<file path="src/hw/ccw_map.vh">
// Register map, field positions, reset values and timing counts of the card command block
`ifndef CCW_MAP_VH
`define CCW_MAP_VH

`define CCW_OFF_CMD      8'h00
`define CCW_OFF_ARG      8'h04
`define CCW_OFF_BLEN     8'h08
`define CCW_OFF_NBLK     8'h0c
`define CCW_OFF_STAT     8'h10
`define CCW_OFF_MASK     8'h14
`define CCW_OFF_RSP      8'h18
`define CCW_OFF_RIDX     8'h1c
`define CCW_OFF_RXD      8'h20
`define CCW_OFF_TXD      8'h24

`define CCW_B_CLR        15
`define CCW_B_INIT       14
`define CCW_B_DATA       13
`define CCW_B_STRM       12
`define CCW_B_WR         11
`define CCW_B_FMT_HI     10
`define CCW_B_FMT_LO     9
`define CCW_B_BUSY       8
`define CCW_B_PP         7
`define CCW_B_IDX_HI     5

`define CCW_CMD_MASK     16'hffbf
`define CCW_RST_CMD      16'h0000
`define CCW_RST_ARG      32'h00000000
`define CCW_RST_BLEN     12'h200
`define CCW_RST_NBLK     16'h0000
`define CCW_RST_MASK     8'h00

`define CCW_FMT_NONE     2'h0
`define CCW_FMT_R1       2'h1
`define CCW_FMT_R2       2'h2
`define CCW_FMT_R3       2'h3

`define CCW_S_CMD        0
`define CCW_S_RSP        1
`define CCW_S_CRC        2
`define CCW_S_TMO        3
`define CCW_S_BUSY       4
`define CCW_S_DATA       5
`define CCW_S_RX         6
`define CCW_S_TX         7

`define CCW_INIT_CLKS    8'h50
`define CCW_FRAME_BITS   8'h30
`define CCW_LONG_BITS    8'h88
`define CCW_R2_CRC_TOP   8'h80
`define CCW_RSP_TIMEOUT  8'h40
`define CCW_BUSY_MIN     8'h02

`endif

</file>
<file path="src/hw/ccw_crc7.v">
// Serial CRC7 generator, polynomial x^7 + x^3 + 1
`timescale 1ns/1ps
`default_nettype none
module ccw_crc7 (
  input  wire       clock_in,
  input  wire       rst_in,
  input  wire       clr_in,
  input  wire       en_in,
  input  wire       bit_in,
  output reg  [6:0] crc_out
);
  wire fb = bit_in ^ crc_out[6];

  always @(posedge clock_in) begin
    if (rst_in || clr_in) begin
      crc_out <= 7'h00;
    end else if (en_in) begin
      crc_out <= {crc_out[5:3], crc_out[2] ^ fb, crc_out[1:0], fb};
    end
  end
endmodule
`default_nettype wire

</file>
<file path="src/hw/ccw_card_command_word_control.v">
// Command-word register, APB slave and command, response, busy and data sequencer
//
// The implementer's own choices: the placing of the registers and the APB slave port.
`timescale 1ns/1ps
`default_nettype none
`include "ccw_map.vh"
module ccw_card_command_word_control #(
  parameter [7:0] RSP_TIMEOUT = `CCW_RSP_TIMEOUT
) (
  input  wire        clock_in,
  input  wire        rst_in,
  input  wire [7:0]  paddr_in,
  input  wire        psel_in,
  input  wire        penable_in,
  input  wire        pwrite_in,
  input  wire [31:0] pwdata_in,
  output reg  [31:0] prdata_out,
  output wire        pready_out,
  output reg         pslverr_out,
  input  wire        card_clk_in,
  input  wire        cmd_in,
  output reg         cmd_out,
  output reg         cmd_oe_out,
  input  wire        dat_in,
  output reg         dat_out,
  output reg         dat_oe_out,
  output wire        irq_out
);
  localparam [6:0] ST_IDLE = 7'h01;
  localparam [6:0] ST_INIT = 7'h02;
  localparam [6:0] ST_CMD  = 7'h04;
  localparam [6:0] ST_RSPW = 7'h08;
  localparam [6:0] ST_RSP  = 7'h10;
  localparam [6:0] ST_BUSY = 7'h20;
  localparam [6:0] ST_DATA = 7'h40;

  reg  [15:0] cmd_word;
  reg  [31:0] arg;
  reg  [11:0] blen;
  reg  [15:0] nblk;
  reg  [7:0]  status;
  reg  [7:0]  mask;
  reg  [31:0] rsp_word;
  reg  [5:0]  rsp_idx;
  reg  [7:0]  rx_data;
  reg  [7:0]  tx_data;
  reg  [6:0]  state;
  reg  [15:0] cur;
  reg  [7:0]  n;
  reg  [7:0]  cnt;
  reg  [39:0] tx_frame;
  reg  [39:0] rx_sh;
  reg         crc_ok;
  reg  [2:0]  bitc;
  reg  [11:0] byte_cnt;
  reg  [15:0] blk_cnt;
  reg  [7:0]  rx_byte;
  reg  [7:0]  tx_sh;
  reg  [7:0]  ev;
  reg  [2:0]  sy1;
  reg  [2:0]  sy2;
  reg  [2:0]  sy3;
  reg  [2:0]  stab;
  wire [6:0]  tx_crc;
  wire [6:0]  rx_crc;
  wire [2:0]  agree = ~(sy2 ^ sy3);
  wire [2:0]  nstab = (agree & sy3) | (~agree & stab);

  // Three-stage synchronisers for card clock, command and data lines
  always @(posedge clock_in) begin
    if (rst_in) begin
      sy1  <= 3'h7;
      sy2  <= 3'h7;
      sy3  <= 3'h7;
      stab <= 3'h7;
    end else begin
      sy1  <= {dat_in, cmd_in, card_clk_in};
      sy2  <= sy1;
      sy3  <= sy2;
      stab <= nstab;
    end
  end

  wire       lrise = nstab[0] & ~stab[0];
  wire       lfall = ~nstab[0] & stab[0];
  wire       cmd_s = nstab[1];
  wire       dat_s = nstab[2];

  // Decode of the latched command word
  wire [1:0] fmt      = cur[`CCW_B_FMT_HI:`CCW_B_FMT_LO];
  wire [7:0] len      = (fmt == `CCW_FMT_R2) ? `CCW_LONG_BITS : `CCW_FRAME_BITS;
  wire [6:0] after_bsy = cur[`CCW_B_DATA] ? ST_DATA : ST_IDLE;
  wire [6:0] after_rsp = cur[`CCW_B_BUSY] ? ST_BUSY : after_bsy;
  wire [6:0] after_cmd = (fmt == `CCW_FMT_NONE) ? after_rsp : ST_RSPW;
  wire [2:0] crc_sel  = n[2:0] - 3'h2;
  wire       tx_bit   = (n >= 8'h09) ? tx_frame[39] : (n == 8'h01) ? 1'b1 : tx_crc[crc_sel];
  wire       rx_use   = (n >= 8'h09) && ((fmt != `CCW_FMT_R2) || (n <= `CCW_R2_CRC_TOP));
  wire       d_edge   = cur[`CCW_B_WR] ? lfall : lrise;

  // APB decode
  wire setup  = psel_in & ~penable_in;
  wire wr_acc = psel_in & penable_in & pwrite_in;
  wire wr_cmd = wr_acc & (paddr_in == `CCW_OFF_CMD);
  wire open_data = (state == ST_DATA) & (cur[`CCW_B_STRM] | (nblk == 16'h0000));
  wire start  = wr_cmd & ((state == ST_IDLE) | open_data);

  function mapped;
    input [7:0] a;
    begin
      mapped = (a[1:0] == 2'h0) && (a <= `CCW_OFF_TXD);
    end
  endfunction

  assign pready_out = 1'b1;
  assign irq_out    = |(status & mask);

  ccw_crc7 u_tx_crc (
    .clock_in (clock_in),
    .rst_in   (rst_in),
    .clr_in   (start),
    .en_in    ((state == ST_CMD) & lfall & (n >= 8'h09) & ~start),
    .bit_in   (tx_frame[39]),
    .crc_out  (tx_crc)
  );

  ccw_crc7 u_rx_crc (
    .clock_in (clock_in),
    .rst_in   (rst_in),
    .clr_in   ((state == ST_CMD) & lfall & (n == 8'h00)),
    .en_in    (lrise & ~start & (((state == ST_RSPW) & ~cmd_s) | ((state == ST_RSP) & rx_use))),
    .bit_in   (cmd_s),
    .crc_out  (rx_crc)
  );

  // Software registers
  always @(posedge clock_in) begin
    if (rst_in) begin
      cmd_word <= `CCW_RST_CMD;
      arg      <= `CCW_RST_ARG;
      blen     <= `CCW_RST_BLEN;
      nblk     <= `CCW_RST_NBLK;
      mask     <= `CCW_RST_MASK;
      tx_data  <= 8'h00;
    end else if (wr_acc) begin
      case (paddr_in)
        `CCW_OFF_CMD:  cmd_word <= pwdata_in[15:0] & `CCW_CMD_MASK;
        `CCW_OFF_ARG:  arg      <= pwdata_in;
        `CCW_OFF_BLEN: blen     <= pwdata_in[11:0];
        `CCW_OFF_NBLK: nblk     <= pwdata_in[15:0];
        `CCW_OFF_MASK: mask     <= pwdata_in[7:0];
        `CCW_OFF_TXD:  tx_data  <= pwdata_in[7:0];
        default: ;
      endcase
    end
  end

  // Sticky status, write one to clear, new event wins
  wire [7:0] clr_w1c = (wr_acc && (paddr_in == `CCW_OFF_STAT)) ? pwdata_in[7:0] : 8'h00;
  wire [7:0] clr_rdy = (wr_cmd && pwdata_in[`CCW_B_CLR]) ? 8'hc0 : 8'h00;

  always @(posedge clock_in) begin
    if (rst_in) begin
      status <= 8'h00;
    end else begin
      status <= (status & ~(clr_w1c | clr_rdy)) | ev;
    end
  end

  // Read data and error captured in the setup cycle
  always @(posedge clock_in) begin
    if (rst_in) begin
      prdata_out  <= 32'h00000000;
      pslverr_out <= 1'b0;
    end else if (setup) begin
      pslverr_out <= ~mapped(paddr_in);
      case (paddr_in)
        `CCW_OFF_CMD:  prdata_out <= {16'h0000, cmd_word};
        `CCW_OFF_ARG:  prdata_out <= arg;
        `CCW_OFF_BLEN: prdata_out <= {20'h00000, blen};
        `CCW_OFF_NBLK: prdata_out <= {16'h0000, nblk};
        `CCW_OFF_STAT: prdata_out <= {24'h000000, status};
        `CCW_OFF_MASK: prdata_out <= {24'h000000, mask};
        `CCW_OFF_RSP:  prdata_out <= rsp_word;
        `CCW_OFF_RIDX: prdata_out <= {9'h000, state, blk_cnt} | {26'h0000000, rsp_idx};
        `CCW_OFF_RXD:  prdata_out <= {24'h000000, rx_data};
        `CCW_OFF_TXD:  prdata_out <= {24'h000000, tx_data};
        default:       prdata_out <= 32'h00000000;
      endcase
    end
  end

  // Sequencer
  always @(posedge clock_in) begin
    if (rst_in) begin
      state      <= ST_IDLE;
      cur        <= `CCW_RST_CMD;
      n          <= 8'h00;
      cnt        <= 8'h00;
      tx_frame   <= 40'h0000000000;
      rx_sh      <= 40'h0000000000;
      crc_ok     <= 1'b1;
      cmd_out    <= 1'b1;
      cmd_oe_out <= 1'b0;
      dat_out    <= 1'b1;
      dat_oe_out <= 1'b0;
      bitc       <= 3'h0;
      byte_cnt   <= 12'h000;
      blk_cnt    <= 16'h0000;
      rx_byte    <= 8'h00;
      tx_sh      <= 8'h00;
      rx_data    <= 8'h00;
      rsp_word   <= 32'h00000000;
      rsp_idx    <= 6'h00;
      ev         <= 8'h00;
    end else begin
      ev <= 8'h00;
      if (start) begin
        cur        <= pwdata_in[15:0] & `CCW_CMD_MASK;
        tx_frame   <= {2'b01, pwdata_in[`CCW_B_IDX_HI:0], arg};
        n          <= `CCW_FRAME_BITS;
        cnt        <= 8'h00;
        bitc       <= 3'h0;
        byte_cnt   <= 12'h000;
        blk_cnt    <= 16'h0000;
        dat_oe_out <= 1'b0;
        cmd_out    <= 1'b1;
        cmd_oe_out <= pwdata_in[`CCW_B_PP];
        ev[`CCW_S_DATA] <= (state == ST_DATA);
        state      <= pwdata_in[`CCW_B_INIT] ? ST_INIT : ST_CMD;
      end else begin
        case (state)
          ST_IDLE: begin
            if (lfall) begin
              dat_oe_out <= 1'b0;
            end
          end
          ST_INIT: begin
            if (lrise) begin
              if (cnt == `CCW_INIT_CLKS - 8'h01) begin
                cnt   <= 8'h00;
                state <= ST_CMD;
              end else begin
                cnt <= cnt + 8'h01;
              end
            end
          end
          ST_CMD: begin
            if (lfall) begin
              if (n == 8'h00) begin
                cmd_out    <= 1'b1;
                cmd_oe_out <= 1'b0;
                cnt        <= 8'h00;
                crc_ok     <= 1'b1;
                ev[`CCW_S_CMD] <= 1'b1;
                state      <= after_cmd;
              end else begin
                cmd_out    <= tx_bit;
                cmd_oe_out <= cur[`CCW_B_PP] | ~tx_bit;
                n          <= n - 8'h01;
                if (n >= 8'h09) begin
                  tx_frame <= {tx_frame[38:0], 1'b0};
                end
              end
            end
          end
          ST_RSPW: begin
            if (lrise) begin
              if (!cmd_s) begin
                n     <= len - 8'h01;
                rx_sh <= 40'h0000000000;
                state <= ST_RSP;
              end else if (cnt == RSP_TIMEOUT - 8'h01) begin
                ev[`CCW_S_TMO] <= 1'b1;
                state <= ST_IDLE;
              end else begin
                cnt <= cnt + 8'h01;
              end
            end
          end
          ST_RSP: begin
            if (lrise) begin
              rx_sh <= {rx_sh[38:0], cmd_s};
              if ((n >= 8'h02) && (n <= 8'h08) && (cmd_s != rx_crc[crc_sel])) begin
                crc_ok <= 1'b0;
              end
              if (n == len - 8'h07) begin
                rsp_idx <= {rx_sh[4:0], cmd_s};
              end
              if (n == 8'h01) begin
                rsp_word <= rx_sh[38:7];
                ev[`CCW_S_RSP] <= 1'b1;
                ev[`CCW_S_CRC] <= ~crc_ok & (fmt != `CCW_FMT_R3);
                cnt   <= 8'h00;
                state <= after_rsp;
              end else begin
                n <= n - 8'h01;
              end
            end
          end
          ST_BUSY: begin
            if (lrise) begin
              if ((cnt >= `CCW_BUSY_MIN) && dat_s) begin
                ev[`CCW_S_BUSY] <= 1'b1;
                state <= after_bsy;
              end else if (cnt != 8'hff) begin
                cnt <= cnt + 8'h01;
              end
            end
          end
          ST_DATA: begin
            if (d_edge) begin
              bitc <= bitc + 3'h1;
              if (cur[`CCW_B_WR]) begin
                dat_oe_out <= 1'b1;
                if (bitc == 3'h0) begin
                  dat_out <= tx_data[7];
                  tx_sh   <= {tx_data[6:0], 1'b0};
                  ev[`CCW_S_TX] <= 1'b1;
                end else begin
                  dat_out <= tx_sh[7];
                  tx_sh   <= {tx_sh[6:0], 1'b0};
                end
              end else begin
                rx_byte <= {rx_byte[6:0], dat_s};
              end
              if (bitc == 3'h7) begin
                if (!cur[`CCW_B_WR]) begin
                  rx_data <= {rx_byte[6:0], dat_s};
                  ev[`CCW_S_RX] <= 1'b1;
                end
                if (!cur[`CCW_B_STRM]) begin
                  if (byte_cnt == blen - 12'h001) begin
                    byte_cnt <= 12'h000;
                    blk_cnt  <= blk_cnt + 16'h0001;
                    if ((nblk != 16'h0000) && (blk_cnt == nblk - 16'h0001)) begin
                      ev[`CCW_S_DATA] <= 1'b1;
                      state <= ST_IDLE;
                    end
                  end else begin
                    byte_cnt <= byte_cnt + 12'h001;
                  end
                end
              end
            end
          end
          default: state <= ST_IDLE;
        endcase
      end
    end
  end
endmodule
`default_nettype wire

</file>
<file path="config.mk">
export PLATFORM = sky130hd
export DESIGN_NAME = ccw_card_command_word_control
export DESIGN_NICKNAME = d
export VERILOG_FILES = /design/src/hw/ccw_crc7.v /design/src/hw/ccw_card_command_word_control.v
export VERILOG_INCLUDE_DIRS = /design/src /design/src/hw
export SDC_FILE = /design/constraint.sdc
export NUM_CORES = 1
export LEC_CHECK = 0
export BUFFER_PORTS_ARGS = -buffer_cell sky130_fd_sc_hd__buf_2
export CORE_AREA = 2 2 170 172
export DETAILED_ROUTE_END_ITERATION = 10
export DIE_AREA = 0 0 172 174
export PLACE_DENSITY_LB_ADDON = 0.3
export SLEW_MARGIN = 20
export SYNTH_ARGS = -nofsm -noshare
export SYNTH_HDL_FRONTEND = slang
export SYNTH_SLANG_ARGS = --single-unit
</file>
<file path="constraint.sdc">
create_clock -name clock_in -period 3.6 [get_ports clock_in]
set_clock_uncertainty 0.1 [all_clocks]
set_input_delay 0.54 -clock clock_in [delete_from_list [all_inputs] [get_ports clock_in]]
set_output_delay 0.54 -clock clock_in [all_outputs]
set_load 0.03 [all_outputs]
</file>
* Yosys cells after proc, flatten, opt, wreduce, memory -nomap -nowiden *
Cells that the tools add are included.

storage, ports and cells
  memories kept = 0
  latch bits = 0
  memory bits (read-only) = 0
  register bits after elaboration = 378
  logic and storage cells = 339
  memory bits (writable) = 0

operators by class
  multipliers = 0
  order comparisons = 7
  div/mod/pow operators = 0
  equal/unequal tests = 66
  add/sub/neg operators = 10
  mux-type cells = 93
  reductions and logical operators = 61
  bitwise operators = 58
  shifts and indexed selects = 0

operators by type and width
  kind                     count
  $pmux W32 S10            1
  $mux W39                 8
  $mux W8                  22
  $mux W7                  20
  $pmux W39 S2             1
  $pmux W7 S7              1
  $pmux W8 S5              1
  $ne A2 B2 Y1 const B     19
  $ne A3 B3 Y1 const B     12
  $eq A8 B5 Y1 const B     4
  $reduce_and A4 Y1        8
  $mux W1                  31
  $eq A8 B6 Y1 const B     3
  $pmux W8 S3              1
  $or A23 B6 Y23           1
  $not A1 Y1               21
  $reduce_or A5 Y1         4
  $reduce_and A2 Y1        9
  $and A1 B1 Y1            17
  $add A16 B1 Y16 const B  1
  $and A8 B8 Y8            2
  $eq A16 B16 Y1           1
  $eq A8 B4 Y1 const B     2
  $ge A8 B2 Y1 const B     2
  64 further kinds         103

* Logic depth before layout (Yosys ltp) *
Gate-level depths: netlist of the first run.

  depth after elaboration = 11
  mapped depth = 14
  depth with buffers taken out = 10

* Modules after synthesis *
A second synthesis of the first run with hierarchy kept.

unflattened totals
  cells, all modules = 2031
  area, all modules = 16696.0 µm²

modules (own cells, without submodules)
  module                         instances  sequential area each (µm²)  cells each  area an instance (µm²)
  ccw_card_command_word_control  1          7146.9                      1975        16143.0
  ccw_crc7                       2          140.1                       28          276.5

* Worst setup path before layout of the first run *
Ideal clock, no wire load.

  path kind = reg2reg
  from = register nblk[0]
  to = register state[1]
  setup slack = 0.466 ns
  buffers on the path = 1
  required time = 3.372 ns
  data arrival time = 2.906 ns
  cell stages (with the launch flop) = 12
  cells stage by stage = dfxtp_1 -> buf_6 -> inv_1 -> ha_1 -> or4b_4 -> nor3b_2 -> a31oi_1 -> a221oi_1 -> o2111ai_2 -> or4b_4 -> a32oi_1 -> nor2_1

on the way
  longest elaborated chain between the ends = 7

RTL lines
  what                                                     line                                 source
  start, declared                                          ccw_card_command_word_control.v:40   reg [15:0] nblk;
  start signal, assigned                                   ccw_card_command_word_control.v:141  nblk <= `CCW_RST_NBLK;
  start signal, assigned                                   ccw_card_command_word_control.v:149  `CCW_OFF_NBLK: nblk <= pwdata_in[15:0];
  branches (longest 7 deep; another with $sub A16 B1 Y16)  --
  end signal, assigned                                     ccw_card_command_word_control.v:229  state <= pwdata_in[`CCW_B_INIT] ? ST_INIT : ST_CMD;
  end signal, assigned                                     ccw_card_command_word_control.v:255  state <= after_cmd;
  end signal, assigned                                     ccw_card_command_word_control.v:294  state <= after_rsp;
  end, declared                                            ccw_card_command_word_control.v:47   reg [6:0] state;

Several ways; the timed one is not identified.
A chain may end at the register's enable or synchronous reset.

* Final worst setup path of the first run *
Same ends and word-level chain as after synthesis.

==> flow_summary.json, run 1 <==
{
  "multi_input_area_sq_um": 8450,
  "max_freq_mhz": 294,
  "syn-instance-count": 2073,
  "grt_overflow": 0,
  "cts_sinks": 371,
  "die_x_microns": 172,
  "avgRoutedWirePerCell_microns": 19.4,
  "hold_viol_final": 0,
  "power_switching_mw": 1.81,
  "synth_cell_types": 72,
  "rrSetupSlack_ps": 200,
  "cts_buffer_depth": 3,
  "syn_to_final_growth_pct": 11.8,
  "p_clk_share_pct": 46.7,
  "io_pins": 87,
  "yosysSeqAreaShare_pct": 44.9,
  "drc": 0,
  "cts_tree": "done",
  "async_flop_share_pct": 0,
  "finalCritPeriodShare_pct": 94.3,
  "drt-pass1-iter-count": 6,
  "placeableCoreArea_sq_um": 28200,
  "grt_pass1_vias": 14274,
  "dp_hpwl_mm": 33.5,
  "finalWeightedCongestion": 0.981,
  "holdCritStartpoint": "card_clk_in",
  "dr_wl_met3_mm": 4.59,
  "pwr-share-seq_pct": 50.4,
  "die_area_sq_um": 29900,
  "clk_latency_ps": 540,
  "fin_cells": 2496,
  "cpLargestDelayFamily": "simple AND/OR/NAND/NOR gates",
  "vias": 15306,
  "vias_per_cell": 6.13,
  "crit_required_ps": 3890,
  "p_int_mw": 6.36,
  "p_per_area_nw_per_um2": 441,
  "setup_viol": 0,
  "drtAntennaViolNets": 0,
  "synth.avg_cell_area_sq_um": 7.99,
  "total_leakage_power_nw": 6.71,
  "tns_ps": 0,
  "holdPathStages": 2,
  "fill_cells": 2393,
  "drt-total-wl_mm": 48.5,
  "path_max_fanout": 7,
  "status": "finished clean",
  "timing.rr.start": "nblk[0]",
  "synth-seq-cells": 371,
  "slew_headroom_pct": 24.6,
  "fin_nets": 2151,
  "met2_length_mm": 21.7,
  "switching_share_pct": 22.2,
  "cp_common_cell": "or4b_4",
  "fp.dieH_microns": 174,
  "rsz0062_at_grt": "false",
  "final_layout_size_suffix_gt1_share_pct": 10.7,
  "timing.hold.ws_ps": 89.7,
  "rows": 62,
  "hold_path_class": "primary input to flip-flop",
  "critPathBufInv": 1,
  "cts_made_buffers": 39,
  "first_iter_violations": 1753,
  "antenna_found_initial": 1,
  "hold_end": "sy1[0]",
  "cts.htree.levels": 2,
  "end_kind": "flip-flop",
  "timing.rr.end": "state[1]",
  "synth_edf_count": 0,
  "syn-num-nets": 2135,
  "cp_num_cells": 10,
  "grt_pass1_wl_mm": 76.3,
  "postCtsHoldBufs": 0,
  "root_buffer": "clkbuf_16",
  "grt_max_degree": 92,
  "arrival_ps": 3680,
  "syn_area_sq_um": 16600,
  "slowest_stage": "or4b_4",
  "final_cell_mix": "nand2_1, dfxtp_1, nor2_1, a21oi_1, buf_2",
  "drv_cap": 0,
  "ir_drop_v": 0.000326,
  "cp_slowest_stage_delay_ps": 580,
  "dp_cells": 2432,
  "period_minus_slack_ps": 3400,
  "antenna_cells": 0,
  "synth-main-ff-cell": "dfxtp_1",
  "track_usage_pct": 32.1,
  "mostFrequentLayoutCell": "nand2_1",
  "seqCellArea_sq_um": 7430,
  "start_kind": "flip-flop",
  "worst_slew_pin_slew_ps": 1130,
  "io_buffers": 85,
  "top_layer": "met4",
  "r2r_cells": 10,
  "yosys_warnings": 0,
  "crit_chain": "inv_1 -> ha_1 -> or4b_4 -> nor3b_4 -> a31oi_1 -> a221oi_1 -> o2111ai_2 -> or4b_4 -> a32oi_1 -> nor2_1",
  "initial_utilization_pct": 58.6,
  "final_util_pct": 65.6,
  "maxSlewViolCount": 0,
  "p_comb_share_pct": 2.9,
  "clkTransAtPathRegs_ps": 60,
  "path_class": "flip-flop to flip-flop",
  "met1_length_mm": 19.8
}
cells in the mapped netlist (4+ instances only):
cell,number,share of area [%]
o21bai_1,5,0.23
buf_1,12,0.27
and2_1,8,0.30
a211oi_1,8,0.36
dfxtp_1,371,45
nand3_1,57,1.7
a21oi_1,201,6.1
nor2b_1,8,0.30
a222oi_1,6,0.36
o21a_1,4,0.18
nand2b_1,9,0.34
a22o_1,6,0.32
nor4_1,14,0.53
inv_1,21,0.48
a311oi_1,47,2.5
o21ai_0,41,1.2
ha_1,14,1.1
or2_2,17,0.64
buf_2,9,0.27
nor3_1,22,0.66
nand2_1,425,9.6
nand4_1,18,0.68
and3_1,23,0.87
xor2_1,30,1.6
a221oi_1,19,1.0
clkbuf_2,4,0.12
or4_1,4,0.18
xnor2_1,37,2.0
clkbuf_1,134,3.0
a22oi_1,69,3.1
a31oi_1,20,0.76
or3_1,13,0.49
nor2_1,260,5.9
mux2i_1,65,3.9
o22ai_1,7,0.26
power groups by stage:
| stage | Combinational (mW) | Sequential (mW) | Clock, mW |
|---|---|---|---|
| 2_1_floorplan | 0.130 | 4.21 | 0 |
| 3_3_place_gp | 0.224 | 4.21 | 0 |
| 3_5_place_dp | 0.227 | 4.21 | 0 |
| 4_1_cts | 0.228 | 4.12 | 3.86 |
| 5_1_grt | 0.249 | 4.12 | 4.03 |
| 6_report | 0.234 | 4.12 | 3.82 |
state kept, by name, indices dropped and copies added (netlist names), 12 cells and up:
name and cells:
tx_frame 40, cmd_word 15, rx_sh 39, prdata_out 32, nblk 16, arg 32, byte_cnt 12, blen 12
blk_cnt 16, rsp_word 32
cell families after synthesis:
group | Yosys count | synth area share (%)
adder cells (fa/ha/maj) | 16 | 1.18
AND/OR/NAND/NOR | 908 | 24.0
multiplexers | 68 | 4.27
other | 1 | 0.0226
AO/OA/AOI/OAI | 459 | 17.7
flip-flops | 371 | 44.9
XOR/XNOR | 67 | 3.54
buffers and inverters | 183 | 4.34
worst max path at each step:
stage | start | end | slack, ps
final | nblk[0] | state[1] | 200
after detailed placement | nblk[0] | state[1] | 200
after global placement | nblk[0] | state[1] | 280
after global routing | nblk[0] | state[1] | 3
after floorplan | nblk[0] | state[1] | 470
after CTS | nblk[0] | state[1] | 190
repair_timing:
action / 4_1_cts / 5_1_grt
gates resized for setup: 0 / 2
endpoints found under the setup margin: 0 / 13
buffers inserted: 0 / 0
per-layer routing:
layer,vias to the layer above,GRT usage (%)
li1,7232,-
met1,7222,43.1
met2,719,50.2
met3,133,5.92
met4,0,14.9
met5,-,0
worst reg2reg max path, stage by stage (launching register included):
cell	delay, ps
dfxtp_1	380
inv_1	110
ha_1	240
or4b_4	520
nor3b_4	340
a31oi_1	140
a221oi_1	360
o2111ai_2	210
or4b_4	580
a32oi_1	210
nor2_1	60
area by class of cell:
class,count,share of cell area [%]
repair buffers,137,4.80
inverters,21,0.426
clock buffers,53,5.88
clock inverters,11,0.588
flip-flops and latches,371,40.1
well taps,384,2.59
multi-input cells,1519,45.6
stage by stage:
step	setup slack, ps	area (sq um)	total power, mW
floorplan	466	16600	4.34
global placement	284	17300	4.44
detailed placement	202	17300	4.44
CTS	194	18500	8.21
global route	2.81	18500	8.40
finish	203	18500	8.17
Note: power is estimated with default switching activity, not from simulation.
==> inputs of run 2 (changes only) <==
Settings changed: ABC_AREA set to 1, ABC_CLOCK_PERIOD_IN_PS set to 3600, CORE_AREA 2 2 170 172 to 2 2 225 227, DIE_AREA 0 0 172 174 to 0 0 227 229.
==> flow_summary.json, run 2 <==
{
  "met1_length_mm": 24.8,
  "clk_latency_ps": 570,
  "root_buffer": "clkbuf_16",
  "syn_area_sq_um": 17200,
  "cts_setup_buffers": 0,
  "die_area_sq_um": 52000,
  "hold_path_class": "primary input to flip-flop",
  "yosysSeqAreaShare_pct": 43.1,
  "tns_ps": 0,
  "period_minus_slack_ps": 3060,
  "fin_nets": 2519,
  "drt-pass1-iter-count": 6,
  "dr_wl_met3_mm": 3.84,
  "cts_tree": "done",
  "syn_to_final_growth_pct": 14.3,
  "final_cell_mix": "nand2_1, dfxtp_1, a21oi_1, inv_1, o21ai_0",
  "io_buffers": 85,
  "synthTopCellsByArea": "dfxtp_1, nand2_1, a21oi_1, o21ai_0, inv_1",
  "p_total_mw": 9.68,
  "rows": 82,
  "maxSlewViolCount": 0,
  "antenna_found_initial": 0,
  "drtAntennaViolNets": 0,
  "timing.hold.ws_ps": 56.6,
  "final_layout_size_suffix_gt1_share_pct": 11.7,
  "yosysTopAreaCell": "dfxtp_1",
  "synth.avg_cell_area_sq_um": 7.17,
  "drc": 0,
  "max_freq_mhz": 327,
  "async_flop_share_pct": 0,
  "regMostFlops": "tx_frame",
  "syn-num-nets": 2465,
  "total_leakage_power_nw": 7.60,
  "yosysMostFrequentCell": "nand2_1",
  "cts.htree.levels": 2,
  "mostFrequentLayoutCell": "nand2_1",
  "synth_cell_types": 63,
  "track_usage_pct": 21.7,
  "grt_pass1_wl_mm": 88.0,
  "grt_pass1_vias": 15390,
  "synth_top_area_share_pct": 43.1,
  "crit_required_ps": 3980,
  "path_class": "flip-flop to flip-flop",
  "drt-total-wl_mm": 56.8,
  "slew_headroom_pct": 35.9,
  "avgRoutedWirePerCell_microns": 18.0,
  "rsz0062_at_grt": "false",
  "p_per_area_nw_per_um2": 492,
  "finalWeightedCongestion": 0.934,
  "cts_sinks": 371,
  "rrSetupSlack_ps": 540,
  "dp_cells": 3087,
  "start_kind": "flip-flop",
  "syn-instance-count": 2403,
  "synth_edf_count": 0,
  "die_x_microns": 227,
  "clkTransAtPathRegs_ps": 60,
  "postCtsHoldBufs": 0,
  "ir_drop_v": 0.000316,
  "end_kind": "flip-flop",
  "yosys_warnings": 0,
  "seqCellArea_sq_um": 7430,
  "grt_max_degree": 85,
  "hold_viol_final": 0,
  "finalCritPeriodShare_pct": 85.0,
  "top_layer": "met4",
  "synth-seq-cells": 371,
  "antenna_cells": 0,
  "fin_cells": 3161,
  "met2_length_mm": 25.8,
  "fp.dieH_microns": 229,
  "arrival_ps": 3440,
  "placeableCoreArea_sq_um": 49700,
  "drv_cap": 0,
  "fill_cells": 5228,
  "reg.largest.list": "tx_frame (40), rx_sh (39)",
  "status": "finished clean",
  "io_pins": 87,
  "ctsResizeCount": 0,
  "multi_input_area_sq_um": 8310,
  "initial_utilization_pct": 34.7,
  "vias_per_cell": 5.20,
  "synth-main-ff-cell": "dfxtp_1",
  "path_max_fanout": 16,
  "cts_made_buffers": 40,
  "cts_buffer_depth": 3,
  "vias": 16430,
  "largest_register_ffs": 40,
  "first_iter_violations": 1567,
  "worst_slew_pin_slew_ps": 961,
  "setup_viol": 0,
  "dp_hpwl_mm": 41.7,
  "grt_overflow": 0,
  "netlist_top_cells_count": "nand2_1, dfxtp_1, a21oi_1"
}
[run 2: changes by cell type after synthesis, sizes merged, moves of 25 or more]
cell    previous run  this run
inv               21       270
o21ai             43       229
nand2            425       558
a21oi            201       282
a22oi             69         1
clkbuf           138        71
mux2i             65         0
nor2             260       195
a311oi            47         2
o22ai              7        39
a31oi             20        49
nand3             57        83
xnor2             37        12
[run 2: per-stage QoR]
stage | setup slack [ps] | utilization, % | area, sq um
2_1_floorplan | 1340 | - | 17200
3_3_place_gp | 602 | 36.8 | 18300
3_5_place_dp | 555 | 36.8 | 18300
4_1_cts | 580 | 39.6 | 19700
5_1_grt | 385 | 39.6 | 19700
6_report | 540 | 39.6 | 19700
[run 2: area by class of cell]
cell class | instances | share of cell area (%)
clock inverters | 13 | 1.15
well taps | 672 | 4.27
repair buffers | 117 | 3.39
clock buffers | 61 | 6.00
multi-input cells | 1653 | 42.2
flip-flops and latches | 371 | 37.7
inverters | 274 | 5.25
[run 2: layer usage]
layer / up-vias / global-route usage (%)
li1: 8050 / -
met1: 7718 / 28.6
met2: 535 / 34.7
met3: 127 / 3.93
met4: 0 / 9.31
met5: - / 0
[run 2: cell families after synthesis]
group | after synthesis | share of synthesized area, %
other cells | 1 | 0.0218
xor+xnor | 46 | 2.34
fa+ha+maj | 15 | 1.08
compound gates | 643 | 20.4
flops | 371 | 43.1
simple gates | 948 | 24.3
buf+inv | 379 | 8.70
[run 2: final timing paths]
path | from | end | cells after the start
max | nblk[0] | ev[5] | 14
min | cmd_in | sy1[1] | 2
max reg2reg | nblk[0] | ev[5] | 14
min reg2reg | sy1[2] | sy2[2] | 1
[run 2: worst max-delay path: stages (launching register included)]
cell	delay, ps
dfxtp_1	380
inv_1	90
ha_1	220
nand2_1	130
nor2_1	60
buf_4	170
nand4_1	170
nand2_1	80
nand2_1	80
nand2_2	70
nand2_4	180
nand2_1	120
inv_1	550
nand4_1	290
o22ai_1	260
[run 2: report_power, final]
part | internal, mW | leakage [nW] | switching [mW] | total, mW
combinational | 0.311 | 3.92 | 0.735 | 1.05
clock | 2.64 | 0.689 | 1.76 | 4.40
sequential | 4.16 | 2.99 | 0.0637 | 4.23
==> inputs of run 3 (changes only) <==
Settings changed: ABC_CLOCK_PERIOD_IN_PS 3600 to 2600.
Clock period 3.6 ns to 2.6 ns, I/O delays scaled along.
==> flow_summary.json, run 3 (synthesized netlist as in run 2, its figures left out) <==
{
  "grt_pass1_wl_mm": 89.0,
  "end_kind": "flip-flop",
  "regMostFlops": "tx_frame",
  "final_layout_size_suffix_gt1_share_pct": 14.6,
  "total_leakage_power_nw": 8.06,
  "track_usage_pct": 21.8,
  "path_max_fanout": 4,
  "worst_slew_pin_slew_ps": 721,
  "cts_sinks": 371,
  "ir_drop_v": 0.000459,
  "finalWeightedCongestion": 0.924,
  "grt_pass1_vias": 15677,
  "largest_register_ffs": 40,
  "fp.dieH_microns": 229,
  "die_x_microns": 227,
  "cts_made_buffers": 40,
  "slew_headroom_pct": 51.9,
  "io_pins": 87,
  "timing.hold.ws_ps": 44.9,
  "path_class": "flip-flop to flip-flop",
  "finalCritPeriodShare_pct": 96.2,
  "arrival_ps": 2860,
  "avgRoutedWirePerCell_microns": 17.7,
  "hold_path_class": "primary input to flip-flop",
  "dp_cells": 3145,
  "grt_overflow": 0,
  "die_area_sq_um": 52000,
  "fin_nets": 2610,
  "status": "finished clean",
  "critPathCapture": "blk_cnt[9]",
  "switching_share_pct": 27.1,
  "drc": 0,
  "startpoint": "state[3]",
  "grt_max_degree": 139,
  "hold_viol_final": 0,
  "timing.rr.start": "state[3]",
  "clk_latency_ps": 590,
  "p_clk_share_pct": 43.5,
  "p_comb_share_pct": 12.2,
  "initial_utilization_pct": 34.7,
  "p_int_mw": 9.62,
  "crit_required_ps": 2960,
  "p_per_area_nw_per_um2": 641,
  "drv_cap": 0,
  "rows": 82,
  "start_kind": "flip-flop",
  "drtAntennaViolNets": 0,
  "io_buffers": 85,
  "timing.rr.end": "blk_cnt[9]",
  "cts_tree": "done",
  "power_switching_mw": 3.57,
  "clkTransAtPathRegs_ps": 60,
  "placeableCoreArea_sq_um": 49700,
  "max_freq_mhz": 400,
  "mostFrequentLayoutCell": "nand2_1",
  "r2r_cells": 12,
  "vias": 16687,
  "drt-total-wl_mm": 57.4,
  "drt-pass1-iter-count": 6,
  "antenna_found_initial": 0,
  "pwr-share-seq_pct": 44.3,
  "vias_per_cell": 5.14,
  "reg.largest.list": "tx_frame (40), rx_sh (39)",
  "final_cell_mix": "nand2_1, dfxtp_1, a21oi_1, inv_1, o21ai_0",
  "cts_buffer_depth": 3,
  "fin_cells": 3249,
  "dp_hpwl_mm": 42.0,
  "root_buffer": "clkbuf_16",
  "holdCritStartpoint": "pwdata_in[16]",
  "rrSetupSlack_ps": 100,
  "first_iter_violations": 1368,
  "fill_cells": 5205,
  "period_minus_slack_ps": 2500,
  "cts.htree.levels": 2,
  "maxSlewViolCount": 0,
  "syn_to_final_growth_pct": 19.6,
  "final_util_pct": 41.5,
  "setup_viol": 0
}
-- run 3: cell types whose count changed in the layout (fill, tap and decap cells not counted), moves of 3 or more --
cell and change:
inv_2 +3, buf_4 +59, nor2_4 +4, inv_1 -4, dlygate4sd3_1 +20, buf_12 +12
bufinv_16 -3, o21ai_0 -3, nor2_1 -4
-- run 3: critical path, cell delays in order, from the launching register on --
cell and delay, ps:
dfxtp_1 340, nor2_2 150, nand2_2 110, nor3_4 310
buf_4 190, nand2_4 60, nor3_4 300, inv_2 100
nor2_4 210, buf_4 160, nand3_2 80, o21ai_0 170
a21oi_1 80
-- run 3: cell type report --
| type | count | area [sq um] | area share (%) |
|---|---|---|---|
| diodes | 1 | 2.50 | 0.0122 |
| inverters | 274 | 1040 | 5.04 |
| repair buffers | 208 | 1550 | 7.54 |
| multi-input cells | 1653 | 8420 | 40.9 |
| well taps | 672 | 841 | 4.08 |
| clock buffers | 61 | 1160 | 5.63 |
| clock inverters | 9 | 146 | 0.711 |
| flip-flops and latches | 371 | 7430 | 36.1 |
-- run 3: metrics by stage --
stage               total power [mW]  TNS [ps]  worst slack (ps)  instance area (sq um)
finish                          13.2         0              99.0                  20600
global route                    13.7      -110             -34.7                  20600
CTS                             13.2         0              31.9                  20400
detailed placement              7.48      -219             -41.5                  18900
global placement                7.46     -14.1             -8.86                  18900
floorplan                       6.98         0               436                  17200
-- run 3: repair_timing --
| item | 4_1_cts | 5_1_grt |
|---|---|---|
| hold buffers | 20 | 0 |
| setup buffers | 0 | 13 |
| hold endpoints to repair | 20 | 0 |
| gates resized for setup | 3 | 29 |
| endpoints found under the setup margin | 16 | 97 |
| pin swaps | 1 | 9 |
-- run 3: power by group through the flow --
| stage | sequential [mW] | clock, mW | combinational [mW] |
|---|---|---|---|
| 6_report | 5.84 | 5.74 | 1.60 |
| 5_1_grt | 5.85 | 6.06 | 1.80 |
| 4_1_cts | 5.84 | 5.85 | 1.55 |
| 3_5_place_dp | 5.97 | 0 | 1.51 |
| 3_3_place_gp | 5.96 | 0 | 1.50 |
| 2_1_floorplan | 5.96 | 0 | 1.02 |
-- run 3: worst min path at each step --
stage                         end  slack, ps  cells past startpoint
after floorplan            sy2[0]        290                      1
after global placement     sy2[1]        300                      1
after detailed placement   sy2[2]        300                      1
after CTS                 arg[15]         30                      3
after global routing      arg[15]         40                      3
final                     arg[16]         40                      3
-- run 3: per-layer routing --
metal	up-vias	wire length (microns)	GRT usage, %
met1	7842	26000	29.5
li1	8225	-	-
met5	-	0	0
met4	0	1830	7.29
met2	521	26600	35.8
met3	99	2940	2.89
